==> src/rtl/tcp_params.svh <==
// Purpose: Shared constants of the combined timer channel block.
// Assumes: Included by bare name from every file that needs it.
// Notes:   Definitions only; no logic lives here.
`ifndef TCP_PARAMS_SVH
`define TCP_PARAMS_SVH

// Counter and prescaler geometry.
`define TCP_CNT_W     16
`define TCP_PRE_W     16
`define TCP_SEL_W     4
`define TCP_NCH       4

// Channel positions inside every four-bit control and status vector.
`define TCP_CH_MST    0
`define TCP_CH_THN    1
`define TCP_CH_DTY    2
`define TCP_CH_DED    3

// Counter landmarks.
`define TCP_ZERO      0
`define TCP_ONE       1
`define TCP_TWO       2

`endif

==> src/rtl/tcp_pkg.sv <==
// Purpose: Types shared by the combined timer channel modules.
// Assumes: Nothing beyond the constants header.
// Notes:   Nothing is imported; users write tcp_pkg::name.
`default_nettype none
package tcp_pkg;

    // Carrier half that the master period currently counts.
    typedef enum logic {
        TCP_DOWN,
        TCP_UP
    } tcp_phase_t;

endpackage : tcp_pkg

`default_nettype wire

==> src/rtl/tcp_dead_if.sv <==
// Purpose: Carrier between the channel core and the dead-time counter.
// Assumes: Both ends run on mclk.
// Notes:   The core drives the request side, the counter the result side.
`timescale 1ns/1ps
`default_nettype none
`include "tcp_params.svh"

interface tcp_dead_if #(parameter int CNT_W = `TCP_CNT_W);
    logic             tick;
    logic             trig;
    logic             fromDown;
    logic             halt;
    logic             clear;
    logic [CNT_W-1:0] value;
    logic             done;
    logic             doneDown;
    logic [CNT_W-1:0] count;

    // Core side.
    modport core (output tick, output trig, output fromDown, output halt, output clear,
                  output value, input done, input doneDown, input count);
    // Counter side.
    modport tmr  (input tick, input trig, input fromDown, input halt, input clear,
                  input value, output done, output doneDown, output count);
endinterface : tcp_dead_if

`default_nettype wire

==> src/rtl/tcp_dead_timer.sv <==
// Purpose: One-shot dead-time counter started by each duty-slave event.
// Assumes: tick is a single-cycle count clock pulse.
// Notes:   A new trigger while busy restarts the count from the reload value.
`timescale 1ns/1ps
`default_nettype none
`include "tcp_params.svh"

module tcp_dead_timer #(
    parameter int CNT_W = `TCP_CNT_W
) (
    // Clock and reset.
    input wire logic mclk,
    input wire logic rst,
    // Core link.
    tcp_dead_if.tmr  dl
);
    logic [CNT_W-1:0] cnt_r,  cnt_nxt;
    logic             busy_r, busy_nxt;
    logic             dir_r,  dir_nxt;
    logic             fire;

    // Load on trigger, count down per tick, fire and stop on the tick after reaching zero.
    always_comb begin
        cnt_nxt  = cnt_r;
        busy_nxt = busy_r;
        dir_nxt  = dir_r;
        fire     = busy_r && dl.tick && (cnt_r == CNT_W'(`TCP_ZERO)) && !dl.halt;
        // Unit power-off wipes the counter; a plain stop only freezes it.
        if (dl.clear) begin
            cnt_nxt  = '0;
            busy_nxt = 1'b0;
            dir_nxt  = 1'b0;
        end else if (dl.halt) begin
            busy_nxt = 1'b0;
        end else if (dl.trig) begin
            cnt_nxt  = dl.value;
            busy_nxt = 1'b1;
            dir_nxt  = dl.fromDown;
        end else if (fire) begin
            busy_nxt = 1'b0;
        end else if (busy_r && dl.tick) begin
            cnt_nxt = cnt_r - CNT_W'(`TCP_ONE);
        end
    end

    // State registers.
    always_ff @(posedge mclk or posedge rst) begin
        if (rst) begin
            cnt_r  <= '0;
            busy_r <= 1'b0;
            dir_r  <= 1'b0;
        end else begin
            cnt_r  <= cnt_nxt;
            busy_r <= busy_nxt;
            dir_r  <= dir_nxt;
        end
    end

    // The done pulse is combinational so the core sees it in the firing cycle.
    assign dl.done     = fire;
    assign dl.doneDown = dir_r;
    assign dl.count    = cnt_r;

    property p_dead_load;
        @(posedge mclk) disable iff (rst)
        (dl.trig && !dl.halt) |=> (cnt_r == $past(dl.value)) && busy_r;
    endproperty
    a_dead_load: assert property (p_dead_load)
        else $error("Dead-time counter did not load its reload value.");
endmodule : tcp_dead_timer

`default_nettype wire

==> src/rtl/tcp_combo_top.sv <==
// Purpose: Master period channel with duty, dead-time and thinning slaves.
// Assumes: Control inputs are synchronous to mclk; write strobes last one cycle.
// Notes:   The count clock is a prescaler tick; all flops clock every edge.
`timescale 1ns/1ps
`default_nettype none
`include "tcp_params.svh"

module tcp_combo_top #(
    parameter int CNT_W = `TCP_CNT_W
) (
    // Clock and reset.
    input  wire logic               mclk,
    input  wire logic               rst,
    // Unit power and count clock.
    input  wire logic               unitClockEnable,
    input  wire logic               unitPowerEnable,
    input  wire logic [`TCP_SEL_W-1:0] prescalerSelect,
    // Reload values.
    input  wire logic [CNT_W-1:0]   masterPeriodValue,
    input  wire logic [CNT_W-1:0]   thinReloadValue,
    input  wire logic [CNT_W-1:0]   slaveReloadValue,
    input  wire logic [CNT_W-1:0]   deadReloadValue,
    // Channel control.
    input  wire logic               startIrqSelect,
    input  wire logic               startTriggerWr,
    input  wire logic [`TCP_NCH-1:0] startTriggerData,
    input  wire logic               stopTriggerWr,
    input  wire logic [`TCP_NCH-1:0] stopTriggerData,
    // Output control.
    input  wire logic [`TCP_NCH-1:0] outputEnableReg,
    input  wire logic [`TCP_NCH-1:0] polaritySelect,
    input  wire logic [`TCP_NCH-1:0] deadtimeEnableReg,
    input  wire logic               outputLevelWr,
    input  wire logic [`TCP_NCH-1:0] outputLevelData,
    input  wire logic [`TCP_NCH-1:0] portOutputMode,
    // Status.
    output logic [`TCP_NCH-1:0]     startTriggerReg,
    output logic [`TCP_NCH-1:0]     runningFlag,
    output logic [CNT_W-1:0]        masterCounter,
    output logic [CNT_W-1:0]        thinCounter,
    output logic [CNT_W-1:0]        slaveCounter,
    output logic [CNT_W-1:0]        deadCounter,
    output logic                    masterUpStatus,
    // Interrupts.
    output logic                    masterInterrupt,
    output logic                    slaveInterrupt,
    output logic                    dutyInterrupt,
    output logic                    deadInterrupt,
    // Pins.
    output logic [`TCP_NCH-1:0]     outputLevelReg,
    output logic [`TCP_NCH-1:0]     pinOut,
    output logic [`TCP_NCH-1:0]     pinOe
);
    localparam int M = `TCP_CH_MST;
    localparam int T = `TCP_CH_THN;
    localparam int P = `TCP_CH_DTY;
    localparam int Q = `TCP_CH_DED;

    // A counter narrower than this cannot hold a useful period.
    if (CNT_W < 4) begin : g_bad_width
        $error("CNT_W must be at least 4.");
    end

    // Saturating decrement shared by the thinning and duty slave counters.
    function automatic logic [CNT_W-1:0] decSat(input logic [CNT_W-1:0] v);
        decSat = (v == CNT_W'(`TCP_ZERO)) ? v : v - CNT_W'(`TCP_ONE);
    endfunction : decSat

    tcp_dead_if #(.CNT_W(CNT_W)) dl ();

    tcp_dead_timer #(.CNT_W(CNT_W)) u_dead (
        .mclk (mclk),
        .rst  (rst),
        .dl   (dl)
    );

    logic [`TCP_PRE_W-1:0] pre_r,   pre_nxt;
    logic [`TCP_NCH-1:0]   trig_r,  trig_nxt;
    logic [`TCP_NCH-1:0]   pend_r,  pend_nxt;
    logic [`TCP_NCH-1:0]   run_r,   run_nxt;
    logic [`TCP_NCH-1:0]   lvl_r,   lvl_nxt;
    logic [`TCP_NCH-1:0]   oe_r,    oe_nxt;
    logic [CNT_W-1:0]      mCnt_r,  mCnt_nxt;
    logic [CNT_W-1:0]      tCnt_r,  tCnt_nxt;
    logic [CNT_W-1:0]      dCnt_r,  dCnt_nxt;
    tcp_pkg::tcp_phase_t   phase_r, phase_nxt;
    logic [3:0]            irq_r,   irq_nxt;
    logic                  unitOn;
    logic                  tick;
    logic [`TCP_PRE_W-1:0] preMask;
    logic [`TCP_NCH-1:0]   stopNow;
    logic [`TCP_NCH-1:0]   act;
    logic                  mZero;
    logic                  mIrq;
    logic                  tFire;
    logic                  dFire;
    logic                  qEvt;
    logic                  qDown;
    logic [CNT_W-1:0]      upMatch;

    // Count clock: one tick every 2^select mclk cycles while the unit is on.
    always_comb begin
        unitOn  = unitClockEnable && unitPowerEnable;
        preMask = {`TCP_PRE_W{1'b1}} >> (5'(`TCP_PRE_W) - {1'b0, prescalerSelect});
        tick    = unitOn && ((pre_r & preMask) == preMask);
        pre_nxt = unitOn ? pre_r + `TCP_PRE_W'(`TCP_ONE) : '0;
    end

    // Channel events; a start acts on the first tick after its trigger.
    always_comb begin
        stopNow = (unitOn && stopTriggerWr) ? stopTriggerData : '0;
        act     = tick ? (pend_r & ~stopNow) : '0;
        mZero   = run_r[M] && tick && !stopNow[M] && !act[M]
                  && (mCnt_r == CNT_W'(`TCP_ZERO));
        mIrq    = mZero || (act[M] && startIrqSelect);
        tFire   = run_r[T] && mIrq && !stopNow[T] && !act[T]
                  && (tCnt_r == CNT_W'(`TCP_ZERO));
        upMatch = masterPeriodValue + CNT_W'(`TCP_TWO) - slaveReloadValue;
        dFire   = 1'b0;
        if (run_r[P] && tick && !stopNow[P] && !act[P] && !mZero) begin
            if (phase_r == tcp_pkg::TCP_DOWN) begin
                dFire = (dCnt_r == CNT_W'(`TCP_TWO));
            end else begin
                dFire = ((dCnt_r + CNT_W'(`TCP_ONE)) == upMatch);
            end
        end
        // Without dead-time control the duty event itself switches the pair.
        qEvt  = deadtimeEnableReg[Q] ? dl.done : dFire;
        qDown = deadtimeEnableReg[Q] ? dl.doneDown : (phase_r == tcp_pkg::TCP_DOWN);
    end

    // Dead-time counter requests.
    always_comb begin
        dl.tick     = tick;
        dl.trig     = dFire && deadtimeEnableReg[Q] && run_r[Q];
        dl.fromDown = (phase_r == tcp_pkg::TCP_DOWN);
        dl.halt     = !unitOn || stopNow[Q] || !run_r[Q];
        dl.clear    = !unitOn;
        dl.value    = deadReloadValue;
    end

    // Next state of triggers, flags, counters, phase and output levels.
    always_comb begin
        trig_nxt  = (unitOn && startTriggerWr) ? startTriggerData : '0;
        pend_nxt  = (pend_r & ~act & ~stopNow) | trig_nxt;
        run_nxt   = (run_r | act) & ~stopNow;
        mCnt_nxt  = mCnt_r;
        tCnt_nxt  = tCnt_r;
        dCnt_nxt  = dCnt_r;
        phase_nxt = phase_r;
        lvl_nxt   = lvl_r;
        // Master: load on start, reload one tick after zero, else count down.
        if (act[M]) begin
            mCnt_nxt  = masterPeriodValue;
            phase_nxt = tcp_pkg::TCP_DOWN;
        end else if (mZero) begin
            mCnt_nxt  = masterPeriodValue;
            phase_nxt = (phase_r == tcp_pkg::TCP_DOWN) ? tcp_pkg::TCP_UP
                                                       : tcp_pkg::TCP_DOWN;
        end else if (run_r[M] && tick && !stopNow[M]) begin
            mCnt_nxt = mCnt_r - CNT_W'(`TCP_ONE);
        end
        // Thinning slave: one step per master interrupt.
        if (act[T]) begin
            tCnt_nxt = thinReloadValue;
        end else if (tFire) begin
            tCnt_nxt = thinReloadValue;
        end else if (run_r[T] && mIrq && !stopNow[T]) begin
            tCnt_nxt = decSat(tCnt_r);
        end
        // Duty slave: follows the master's down and up halves.
        if (act[P]) begin
            dCnt_nxt = slaveReloadValue;
        end else if (run_r[P] && mZero && !stopNow[P]) begin
            dCnt_nxt = (phase_r == tcp_pkg::TCP_DOWN) ? '0 : slaveReloadValue;
        end else if (run_r[P] && tick && !stopNow[P]) begin
            dCnt_nxt = (phase_r == tcp_pkg::TCP_DOWN) ? decSat(dCnt_r)
                                                      : dCnt_r + CNT_W'(`TCP_ONE);
        end
        // Level writes first; counting only moves enabled outputs.
        if (unitOn && outputLevelWr) begin
            lvl_nxt = outputLevelData;
        end
        if (outputEnableReg[M] && mIrq) begin
            lvl_nxt[M] = !lvl_r[M];
        end
        if (outputEnableReg[P]) begin
            if (qEvt && qDown) begin
                lvl_nxt[P] = !polaritySelect[P];
            end else if (dFire && phase_r == tcp_pkg::TCP_UP) begin
                lvl_nxt[P] = polaritySelect[P];
            end
        end
        if (outputEnableReg[Q]) begin
            if (dFire && phase_r == tcp_pkg::TCP_DOWN) begin
                lvl_nxt[Q] = polaritySelect[Q];
            end else if (qEvt && !qDown) begin
                lvl_nxt[Q] = !polaritySelect[Q];
            end
        end
        // Pins stay undriven until the port side selects output mode.
        oe_nxt  = unitOn ? portOutputMode : '0;
        irq_nxt = {qEvt && deadtimeEnableReg[Q], dFire, tFire, mIrq};
        // Unit power-off returns every circuit to its reset state.
        if (!unitOn) begin
            pend_nxt  = '0;
            run_nxt   = '0;
            mCnt_nxt  = '0;
            tCnt_nxt  = '0;
            dCnt_nxt  = '0;
            phase_nxt = tcp_pkg::TCP_DOWN;
            lvl_nxt   = '0;
            irq_nxt   = '0;
        end
    end

    // State registers; stopped channels simply hold, so pins keep their level, the duty and dead-time pins once both those channels stop.
    always_ff @(posedge mclk or posedge rst) begin
        if (rst) begin
            pre_r   <= '0;
            trig_r  <= '0;
            pend_r  <= '0;
            run_r   <= '0;
            lvl_r   <= '0;
            oe_r    <= '0;
            mCnt_r  <= '0;
            tCnt_r  <= '0;
            dCnt_r  <= '0;
            phase_r <= tcp_pkg::TCP_DOWN;
            irq_r   <= '0;
        end else begin
            pre_r   <= pre_nxt;
            trig_r  <= trig_nxt;
            pend_r  <= pend_nxt;
            run_r   <= run_nxt;
            lvl_r   <= lvl_nxt;
            oe_r    <= oe_nxt;
            mCnt_r  <= mCnt_nxt;
            tCnt_r  <= tCnt_nxt;
            dCnt_r  <= dCnt_nxt;
            phase_r <= phase_nxt;
            irq_r   <= irq_nxt;
        end
    end

    // Outputs, all from flops.
    assign startTriggerReg = trig_r;
    assign runningFlag     = run_r;
    assign masterCounter   = mCnt_r;
    assign thinCounter     = tCnt_r;
    assign slaveCounter    = dCnt_r;
    assign deadCounter     = dl.count;
    assign masterUpStatus  = (phase_r == tcp_pkg::TCP_UP);
    assign masterInterrupt = irq_r[0];
    assign slaveInterrupt  = irq_r[1];
    assign dutyInterrupt   = irq_r[2];
    assign deadInterrupt   = irq_r[3];
    assign outputLevelReg  = lvl_r;
    assign pinOut          = lvl_r;
    assign pinOe           = oe_r;

    property p_trig_clear;
        @(posedge mclk) disable iff (rst)
        (trig_r != '0) && !startTriggerWr |=> (trig_r == '0);
    endproperty
    a_trig_clear: assert property (p_trig_clear)
        else $error("Start trigger bits did not clear themselves.");

    property p_stop_freeze;
        @(posedge mclk) disable iff (rst)
        (unitOn && stopTriggerWr && stopTriggerData[M] && !startTriggerWr && !pend_r[M])
        |=> !run_r[M] && $stable(mCnt_r) ##1 !run_r[M];
    endproperty
    a_stop_freeze: assert property (p_stop_freeze)
        else $error("Stop did not clear the flag and freeze the master counter.");

    property p_unit_off;
        @(posedge mclk) disable iff (rst)
        !unitOn |=> (outputLevelReg == '0) && (pinOe == '0) && (runningFlag == '0);
    endproperty
    a_unit_off: assert property (p_unit_off)
        else $error("Unit power-off did not reset levels, flags and pin drive.");

    property p_level_write;
        @(posedge mclk) disable iff (rst)
        (unitOn && outputLevelWr && outputEnableReg == '0)
        |=> outputLevelReg == $past(outputLevelData);
    endproperty
    a_level_write: assert property (p_level_write)
        else $error("Written output level did not reach the pins.");

    property p_no_toggle;
        @(posedge mclk) disable iff (rst)
        (unitOn && !outputLevelWr && !outputEnableReg[M]) |=> $stable(outputLevelReg[M]);
    endproperty
    a_no_toggle: assert property (p_no_toggle)
        else $error("Master pin moved while its output enable was clear.");

    property p_master_reload;
        @(posedge mclk) disable iff (rst)
        mZero |=> masterInterrupt && (mCnt_r == $past(masterPeriodValue))
                  && (masterUpStatus != $past(masterUpStatus));
    endproperty
    a_master_reload: assert property (p_master_reload)
        else $error("Master zero did not interrupt, reload and swap phase.");

    property p_start_irq;
        @(posedge mclk) disable iff (rst)
        act[M] |=> (masterInterrupt == $past(startIrqSelect)) && !masterUpStatus
                   && (mCnt_r == $past(masterPeriodValue));
    endproperty
    a_start_irq: assert property (p_start_irq)
        else $error("Master start did not load or mis-raised its interrupt.");

    property p_thin;
        @(posedge mclk) disable iff (rst)
        tFire |=> slaveInterrupt && (thinCounter == $past(thinReloadValue));
    endproperty
    a_thin: assert property (p_thin)
        else $error("Thinning slave did not pass the interrupt and reload.");

    property p_stopped_hold;
        @(posedge mclk) disable iff (rst)
        (unitOn && run_r == '0 && pend_r == '0 && !outputLevelWr) |=> $stable(outputLevelReg);
    endproperty
    a_stopped_hold: assert property (p_stopped_hold)
        else $error("Output levels moved while every channel was stopped.");
endmodule : tcp_combo_top

`default_nettype wire

==> config.mk <==
export PLATFORM = sky130hd
export DESIGN_NAME = tcp_combo_top
export DESIGN_NICKNAME = d
export VERILOG_FILES = /design/src/rtl/tcp_pkg.sv /design/src/rtl/tcp_dead_if.sv /design/src/rtl/tcp_dead_timer.sv /design/src/rtl/tcp_combo_top.sv
export VERILOG_INCLUDE_DIRS = /design/src /design/src/rtl
export SDC_FILE = /design/constraint.sdc
export NUM_CORES = 1
export LEC_CHECK = 0
export BUFFER_PORTS_ARGS = -buffer_cell sky130_fd_sc_hd__buf_2
export CORE_MARGIN = 5
export CORE_UTILIZATION = 55
export CTS_CLUSTER_DIAMETER = 120
export DETAILED_ROUTE_END_ITERATION = 8
export HOLD_SLACK_MARGIN = 0.05
export PLACE_DENSITY = 0.92
export SYNTH_ARGS = -nofsm -noshare
export SYNTH_HDL_FRONTEND = slang
export SYNTH_HIERARCHICAL = 1
export SYNTH_SLANG_ARGS = --single-unit
export TNS_END_PERCENT = 20
==> constraint.sdc <==
create_clock -name mclk -period 4.5 [get_ports mclk]
set_clock_uncertainty 0.1 [all_clocks]
set_input_delay 1.35 -clock mclk [delete_from_list [all_inputs] [get_ports mclk]]
set_output_delay 1.35 -clock mclk [all_outputs]
set_load 0.1 [all_outputs]
==> After elaboration in Yosys (flattened, before gate mapping) <==
Cells that the tools add are included.
{ "word_totals": {"ff_bits": 107, "latchBits": 0, "mem_bits_rw": 0, "inputBits": 104, "out_inout_bits": 89, "memories": 0, "mem_bits_ro": 0} }
{ "classes": {"mux": 53, "n_mul": 0, "eq_ne": 16, "n_reduce_logical": 56, "n_bitwise": 10, "order_cmp": 0, "div": 0, "n_shift": 1, "n_addsub": 9} }
{ "op_table": {"columns": ["op", "n"], "rows": [
  ["$mux W16", 22],
  ["$logic_not A16 Y1", 4],
  ["$sub A16 B1 Y16 const B", 4],
  ["$mux W4", 9],
  ["$add A16 B1 Y16 const B", 2],
  ["$eq A16 B16 Y1", 2],
  ["$logic_and A1 B1 Y1", 31],
  ["$mux W1", 22],
  ["$add A16 B2 Y16 const B", 1],
  ["$and A16 B16 Y16", 1],
  ["$and A4 B4 Y4", 4],
  ["$eq A16 B2 Y1 const B", 1],
  ["$shr A16 B5 Y16 const A", 1],
  ["$sub A16 B16 Y16", 1],
  ["$logic_not A1 Y1", 14],
  ["$ne A4 B1 Y1 const B", 3],
  ["$not A4 Y4", 2],
  ["$or A4 B4 Y4", 2],
  ["$ne A3 B1 Y1 const B", 2],
  ["$reduce_and A2 Y1", 3],
  ["$ne A5 B5 Y1 const B", 1],
  ["$sub A5 B4 Y5 const A", 1],
  ["$ne A2 B2 Y1 const B", 2],
  ["$ne A4 B3 Y1 const B", 1],
  ["7 further kinds", 9]
]} }

==> Longest topological paths before layout <==
Gate-level depths: netlist of run 1.
{ "depth": {"ltp_word": 18, "ltp_mapped": 20, "mapped_depth_nobuf": 19} }

==> Hierarchy <==
Netlist of run 1, hierarchy kept.
{ "by_module_without_submodules": {"columns": ["module", "instances", "area_each_um2", "cells_each"], "rows": [
  ["tcp_combo_top", 1, 7109.3, 841],
  ["tcp_dead_timer", 1, 1138.6, 137]
]} }

==> Worst setup path after synthesis of run 1 <==
No wires, ideal clock.
{ "synth_timing": {"path_kind": "in2reg", "start": "in slaveReloadValue[8]", "end": "reg u_dead.cnt_r[13], in the netlist u_dead/dl.count[13]", "path_buffers": 0, "required_ns": 4.274, "cell_stages": 16, "path_slack_ns": -0.831, "arrival_time_ns": 5.105, "path_cell_list": "inv_1 -> ha_1 -> ha_1 -> a21o_1 -> a31o_2 -> or2_0 -> o21ai_0 -> mux2_2 -> a2111oi_2 -> o21ai_1 -> a21oi_1 -> and3_1 -> nor2b_1 -> a211o_1 -> nand2_1 -> a221o_1"} }
{ "synth_between": {"elab_chain_len": 9, "word_cells_on_any_way": 12, "classes_between": "add/sub (1); eq/ne (3); mux (5); reduce/logical (3)"} }
{ "synth_rtl": {"columns": ["item", "line_no", "rtl"], "rows": [
  ["start, declared", "tcp_combo_top.sv:21", "input wire logic [CNT_W-1:0] slaveReloadValue,"],
  ["$sub A16 B16 Y16 *", "tcp_combo_top.sv:118", "upMatch = masterPeriodValue + CNT_W'(`TCP_TWO) - slaveReloadValue;"],
  ["$eq A16 B16 Y1 *", "tcp_combo_top.sv:124", "dFire = ((dCnt_r + CNT_W'(`TCP_ONE)) == upMatch);"],
  ["$mux W1 *", "tcp_combo_top.sv:121", "if (phase_r == tcp_pkg::TCP_DOWN) begin"],
  ["$mux W1 *", "tcp_combo_top.sv:120", "if (run_r[P] && tick && !stopNow[P] && !act[P] && !mZero) begin"],
  ["$logic_and A1 B1 Y1 * (2 in a row)", "tcp_combo_top.sv:135", "dl.trig = dFire && deadtimeEnableReg[Q] && run_r[Q];"],
  ["named net dl.trig", "tcp_dead_if.sv:10", "logic trig;"],
  ["$mux W16", "tcp_dead_timer.sv:35", "end else if (dl.trig) begin"],
  ["$mux W16", "tcp_dead_timer.sv:33", "end else if (dl.halt) begin"],
  ["$mux W16", "tcp_dead_timer.sv:29", "if (dl.clear) begin"],
  ["end signal, assigned", "tcp_dead_timer.sv:53", "cnt_r <= cnt_nxt;"],
  ["end, declared", "tcp_dead_timer.sv:17", "logic [CNT_W-1:0] cnt_r, cnt_nxt;"]
]} }
The timed path passes the listed nets; every way through them passes the cells marked *. The select of a mux whose other input is x is not followed.
A chain may end at the register's enable or synchronous reset.

==> Final worst setup path of run 1 <==
{ "layout_timing": {"start": "in slaveReloadValue[1]", "end": "reg u_dead.cnt_r[13], in the netlist u_dead/dl.count[13]"} }
Same word-level chain as after synthesis.

==> impl_results.md, run 1 <==
- Status: finished with violations
- Failing checks: design-rule violations, negative setup slack
- Crit path max fanout: 9
- ANT nets after route: 0
- Fillers: a little over 1000
- Synth unique cells: between 80 and 90
- CTS Root Cell: clkbuf_16
- Max incr delay on CP: approximately 470 ps
- Worst setup EP type: flop
- Internal power: 1.66 mW
- Post-Route WL: 28.6 mm
- Row count: 44
- Slew @ Worst Pin: around 760 ps
- Worst r2r path cells: 15
- Critical R2R Launch: slaveCounter[0]
- Clock transition at path regs: 70 ps
- Dominant cells by area after synthesis: dfrtp_1 32%, ha_1 6.1%, nand2_1 4.1%, xnor2_1 3.9%, nor2_1 3.8%
- Gate Count Post-Synth: 978
- Clock Tree Buf Depth: 2
- Slew headroom: 49.2%
- CORE AREA: 0.0146 mm^2
- Chip width: roughly 130 um
- Seq/Total Area, Yosys: 32.5%
- Initial Utilization: 56.3%
- Critical path class: in2reg
- Final worst slack: -388 ps
- Pwr Density: ~220 mW/mm^2
- Max_cap viols: 0
- Worst Setup SP: slaveReloadValue[1]
- Largest family of logic cells by synthesized area: simple AND/OR/NAND/NOR gates
- GRT Total Usage: between 30% and 40%
- Initial antenna violation count: 5
- DR pass1 iterations: 7
- Tcrit/Tclk final: 109%
- Most common cell in the netlist: dfrtp_1
- WP depth: 20
- Slowest stage cell, crit path: a2111oi_4
- First-pass GRT wire length: 45.7 mm
- Switch share: 30.6%
- Vias: 9419
- Post-synth top flop: dfrtp_1
- Worst path bufs/invs: 4
- Minimum clock period: 4890 ps
- GRT Residual Overflow: 0
- I/O Buffers: 186
- 1st-iter DRT viols: 1018
- Cell taking the most area after synthesis: dfrtp_1
- Achievable Freq: a little over 200 MHz
- Pre-CTS WS: -984 ps
- Die Ht: 132 um
- Post-synth EDFFs: 0
- Via density: 6.59
- Compound-gate portion of the synthesized area: 23.5%
- Htree depth: 3
- Area of the multi-input gates: 0.00545 mm^2
- RD Place Congestion: 0.997
- Synth top area share: 32.5%
- Routed WL per cell: 20.0 um
- Syn_area_per_cell: 8.43 um^2
- Fin nets: 1382
- Arrival @ worst endpoint: ~5000 ps
- Comb power frac: 25.2%
- Post-Synth XOR/XNOR Area: around 6.6%
- Clock share of power: between 30% and 40%
- Worst R2R End: u_dead/dl.count[13]
- Tot Pwr: 2.40 mW
- Post-synth ARST share: 100%
- Worst path cell trace: buf_4 -> ha_4 -> inv_4 -> ha_4 -> inv_2 -> fa_2 -> nor2b_4 -> o2111ai_4 -> a21oi_4 -> buf_6 -> o21a_1 -> o211ai_1 -> a2111oi_4 -> o21ai_2 -> a21oi_2 -> and3_4 -> nor2b_4 -> a211o_4 -> nand2_1 -> a221o_1
- Seq. cell area: 0.00268 mm^2
- Area Growth Syn to Fin: 29.9%
- Mapped cell area: a little over 0.008 mm^2
- Synth cell count leaders: 107 x dfrtp_1, 91 x nand2_1, 83 x nor2_1
- HP Class: reg2reg
- CTS tree: done
- Final setup fails: 18
- Die area: 0.0175 mm^2
- Worst Path Required: 4650 ps
- Worst setup path endpoint: u_dead/dl.count[13]
- Post-Synth Simple-Gate Area: 24.5%
- Post-synthesis sequential element count: 107
- Slew Limit Fails: 0
- Synth Warn #: 6
- Clock sinks: 107
- Largest net degree at the start of global routing: 54
- DRC viols: 1
- Sequential share of power: 40.6%
- Clock latency on the worst-skew pair: between 300 and 400 ps
- Total CTS buffers: 9
- Hold Violations, Final: 0
- Setup crit start kind: input pin
- Syn_nets: 1123
- Delay-heaviest family, CP: compound AO/OA/AOI/OAI gates
- Share of layout cells above drive strength 1: 31.6%
- Final HPWL DP: just over 20 mm
- Mux cell area share after synthesis: 1.61%
- Pleak: 5.26 nW
- R2R setup slack: approximately 520 ps
- IO Count: ~190
- Post-Synth Adder-Cell Area: 6.31%
- Worst vdd ir: 0.222 mV
- RSZ-0062 raised after global routing: yes
- Vias in the first global route: 9091
- Switching pwr: 0.733 mW
## worst register-to-register path: cells and delay by family (launching register included)
family	cells	cell delay, ps
buf+inv	1	210
xor+xnor	1	170
flops	1	500
simple gates	5	960
fa+ha+maj	1	330
compound gates	7	1600
## area by class of cell
| class | instances | share of cell area (%) |
|---|---|---|
| multi-input cells | 774 | 50.9 |
| flip-flops and latches | 107 | 25.0 |
| repair buffers | 298 | 17.5 |
| clock buffers | 11 | 2.17 |
| well taps | 184 | 2.15 |
| inverters | 47 | 1.73 |
| clock inverters | 5 | 0.561 |
| diodes | 3 | 0.0701 |
## power groups by stage
stage / Sequential [mW] / Clock, mW / Combinational (mW)
after global placement: 0.993 / 0 / 0.528
after detailed placement: 0.993 / 0 / 0.548
after CTS: 0.975 / 0.816 / 0.575
final: 0.975 / 0.819 / 0.604
after floorplan: 1.03 / 0 / 0.297
after global routing: 0.975 / 0.861 / 0.647
## layer usage
layer | share of wire (%) | vias to the layer above | global-route usage [%]
li1 | - | 4142 | -
met1 | 37 | 4368 | 39.3
met2 | 47 | 725 | 51.8
met3 | 10 | 180 | 6.38
met4 | 5.9 | 4 | 16.1
met5 | 0.094 | - | 0
## logic make-up (layout without fill, tap and decap cells)
logic type / after synthesis / after routing
and+or+nand+nor: 382 / 382
AOI/OAI and AO/OA: 280 / 280
DFF: 107 / 107
buffers and inverters: 97 / 361
xor gates and xnor gates: 58 / 58
adders and majority gates: 41 / 41
muxes: 13 / 13
other: 0 / 3
## worst min path at each step
stage / to / depth (start not counted) / slack, ps / start
5_1_grt: thinCounter[12] / 2 / 470 / thinCounter[12]
6_report: pre_r[0] / 1 / 430 / pre_r[0]
4_1_cts: outputLevelReg[0] / 1 / 430 / outputLevelReg[0]
2_1_floorplan: pre_r[0] / 1 / 360 / pre_r[0]
3_3_place_gp: outputLevelReg[0] / 1 / 400 / outputLevelReg[0]
3_5_place_dp: thinCounter[12] / 2 / 410 / thinCounter[12]
## what timing repair did
action | in CTS | in global routing
endpoints found under the setup margin | 18 | 21
setup buffers | 7 | 4
pin swaps | 22 | 15
cloned | 0 | 1
resized for setup | 38 | 27
hold buffers | 0 | 0
## cells in the final DEF, fill, tap and decap left out, drive strengths merged, types with 6 or more instances in the layout
master / instances
or2: 8
buf: 298
xnor2: 38
or3: 11
a32oi: 9
o2bb2ai: 14
o41ai: 6
nand3: 47
o22ai: 9
nor2: 84
inv: 47
o211ai: 8
xor2: 18
nor4: 23
clkbuf: 11
nor3: 37
dfrtp: 107
o31ai: 15
and2: 9
and3: 21
nand2b: 9
a22oi: 10
mux2i: 11
o21ai: 73
nand4: 11
a31o: 7
nand2: 91
a32o: 12
a21oi: 59
ha: 40
a21o: 7
nor3b: 8
## flip-flops by register name, summed over array words and instances, names as in the netlist
signal,flops
irq_r,4
masterCounter,16
masterUpStatus,1
outputLevelReg,4
pend_r,4
pinOe,4
pre_r,16
runningFlag,4
slaveCounter,16
startTriggerReg,4
thinCounter,16
u_dead/busy_r,1
u_dead/dl.count,16
u_dead/dl.doneDown,1
## metrics by stage
step	util (%)	cells	hold WS [ps]	instance area [um^2]	setup TNS [ps]
3_3_place_gp	68.7	1398	396	10100	-13450
6_report	73.1	1429	426	10700	-5580
2_1_floorplan	-	978	361	8340	-5480
3_5_place_dp	68.7	1398	415	10100	-16450
5_1_grt	73.1	1429	467	10700	-7390
4_1_cts	72.1	1421	428	10600	-3010
Power figures use the tool's default switching activity.
==> run 2: changes to the inputs <==
--- a/config.mk
+++ b/config.mk
@@ -13,6 +13,7 @@
 export DETAILED_ROUTE_END_ITERATION = 8
 export HOLD_SLACK_MARGIN = 0.05
 export PLACE_DENSITY = 0.92
+export REMOVE_ABC_BUFFERS = 1
 export SYNTH_ARGS = -nofsm -noshare
 export SYNTH_HDL_FRONTEND = slang
 export SYNTH_HIERARCHICAL = 1
==> impl_results.md, run 2 (synthesis results as in run 1) <==
- Largest net degree at the start of global routing: 54
- IO Count: 193
- CTS tree: done
- Routed WL per cell: 20.6 um
- Vias: approximately 9400
- Via density: 6.56
- Pleak: approximately 5.3 nW
- Critical path class: in2reg
- Worst setup EP type: flop
- Initial antenna violation count: 5
- Commonest non-fill, non-tap cell in the layout: buf_2
- Arrival @ worst endpoint: around 5000 ps
- 1st-iter DRT viols: about 1100
- Final HPWL DP: 19.7 mm
- Row count: 44
- Setup TNS: -7600 ps
- RSZ-0062 raised after global routing: yes
- Max_cap viols: 0
- Slew Limit Fails: 0
- Tcrit/Tclk final: 111%
- Worst vdd ir: 0.234 mV
- Die Ht: approximately 130 um
- Vias in the first global route: 9084
- HP Class: reg2reg
- Initial Utilization: 56.3%
- First-pass GRT wire length: about 46 mm
- Area Growth Syn to Fin: 30.8%
- Slew headroom: 33.2%
- Final setup fails: 17
- Minimum clock period: 5000 ps
- Fin nets: between 1000 and 1500
- Worst Path Required: roughly 4600 ps
- Clock sinks: 107
- Hold Violations, Final: 0
- Clock transition at path regs: 70 ps
- Slew @ Worst Pin: between 1000 and 1500 ps
- Pwr Density: 226 mW/mm^2
- Achievable Freq: 200 MHz
- Crit path max fanout: 5
- Clock Tree Buf Depth: 2
- Die area: about 0.018 mm^2
- Status: finished with violations
- Htree depth: 3
- DR pass1 iterations: 7
- ANT nets after route: 0
- DRC viols: 0
- Tot Pwr: ~2.4 mW
- Clock latency on the worst-skew pair: 360 ps
- GRT Total Usage: between 30 and 40%
- I/O Buffers: between 150 and 200
- RD Place Congestion: a little under 1
- Setup crit start kind: input pin
- Most frequent cells in the layout: 184 x buf_2, 107 x dfrtp_1, 97 x buf_4, 89 x nand2_1, 81 x nor2_1
- CORE AREA: 0.0146 mm^2
- CTS Root Cell: clkbuf_16
- Chip width: 132 um
- Failing checks: negative setup slack
- Final worst slack: -497 ps
- Post-Route WL: 29.5 mm
- GRT Residual Overflow: 0
- Fillers: roughly 1000
- Total CTS buffers: 9
- Share of layout cells above drive strength 1: 32.2%
-- run 2: power breakdown --
group	switching, mW	internal [mW]	leakage, nW
Clock	0.384	0.451	0.144
Combinational	0.361	0.267	3.67
Sequential	0.00645	0.968	1.49
-- run 2: final cells by class --
type / instances / area [um^2] / share of cell area [%]
multi-input cells: 774 / 5470 / 50.7
flip-flops and latches: 107 / 2680 / 24.8
repair buffers: 298 / 1920 / 17.8
clock buffers: 11 / 243 / 2.25
well taps: 184 / 230 / 2.13
inverters: 47 / 183 / 1.69
clock inverters: 5 / 61.3 / 0.568
diodes: 2 / 5.00 / 0.0464
-- run 2: what timing repair did --
item / 4_1_cts / 5_1_grt
buffers inserted: 8 / 7
endpoints found under the setup margin: 17 / 20
pin swaps: 21 / 25
cloned: 2 / 1
hold buffers: 0 / 0
resized for setup: 60 / 34
-- run 2: critical path: stages --
cell       delay, ps
buf_2            120
inv_1             60
ha_1             270
ha_1             430
xnor2_1          300
o21ai_0          260
nand2_1          200
xnor2_1          170
o2111ai_2        250
a2111oi_4        450
o21ai_2          100
a21oi_2          180
and3_4           220
nor2b_4          160
a211o_4          170
buf_12           120
buf_12           100
o21ai_1           80
o2bb2ai_1        140
-- run 2: final timing paths --
check	start	end	slack [ps]	cells past startpoint
worst min register to register	pre_r[0]	pre_r[0]	410	1
max in group asynchronous	rst	thinCounter[8]	2340	3
min in group asynchronous	rst	u_dead/dl.count[3]	1040	2
worst min-delay path	pre_r[0]	pre_r[0]	410	1
worst max-delay path	slaveReloadValue[6]	u_dead/dl.count[2]	-500	19
worst max register to register	slaveCounter[1]	u_dead/dl.count[2]	340	16
-- run 2: layer usage --
metal,vias up,part of all wire [%],track usage (%)
met3,171,10,6.91
met4,6,6.1,15.6
met2,654,47,51.1
li1,4152,-,-
met1,4381,37,39.0
met5,-,0.13,0
-- run 2: per-stage QoR --
step / utilization [%] / instance area (um^2) / std cells / hold WS, ps / setup WS (ps)
detailed placement: 67.9 / 9940 / 1394 / 393 / -1100
global route: 73.7 / 10800 / 1428 / 446 / -599
global placement: 67.9 / 9940 / 1394 / 392 / -889
floorplan: - / 8010 / 928 / 361 / -1450
CTS: 72.5 / 10600 / 1419 / 416 / -241
finish: 73.7 / 10800 / 1428 / 411 / -497
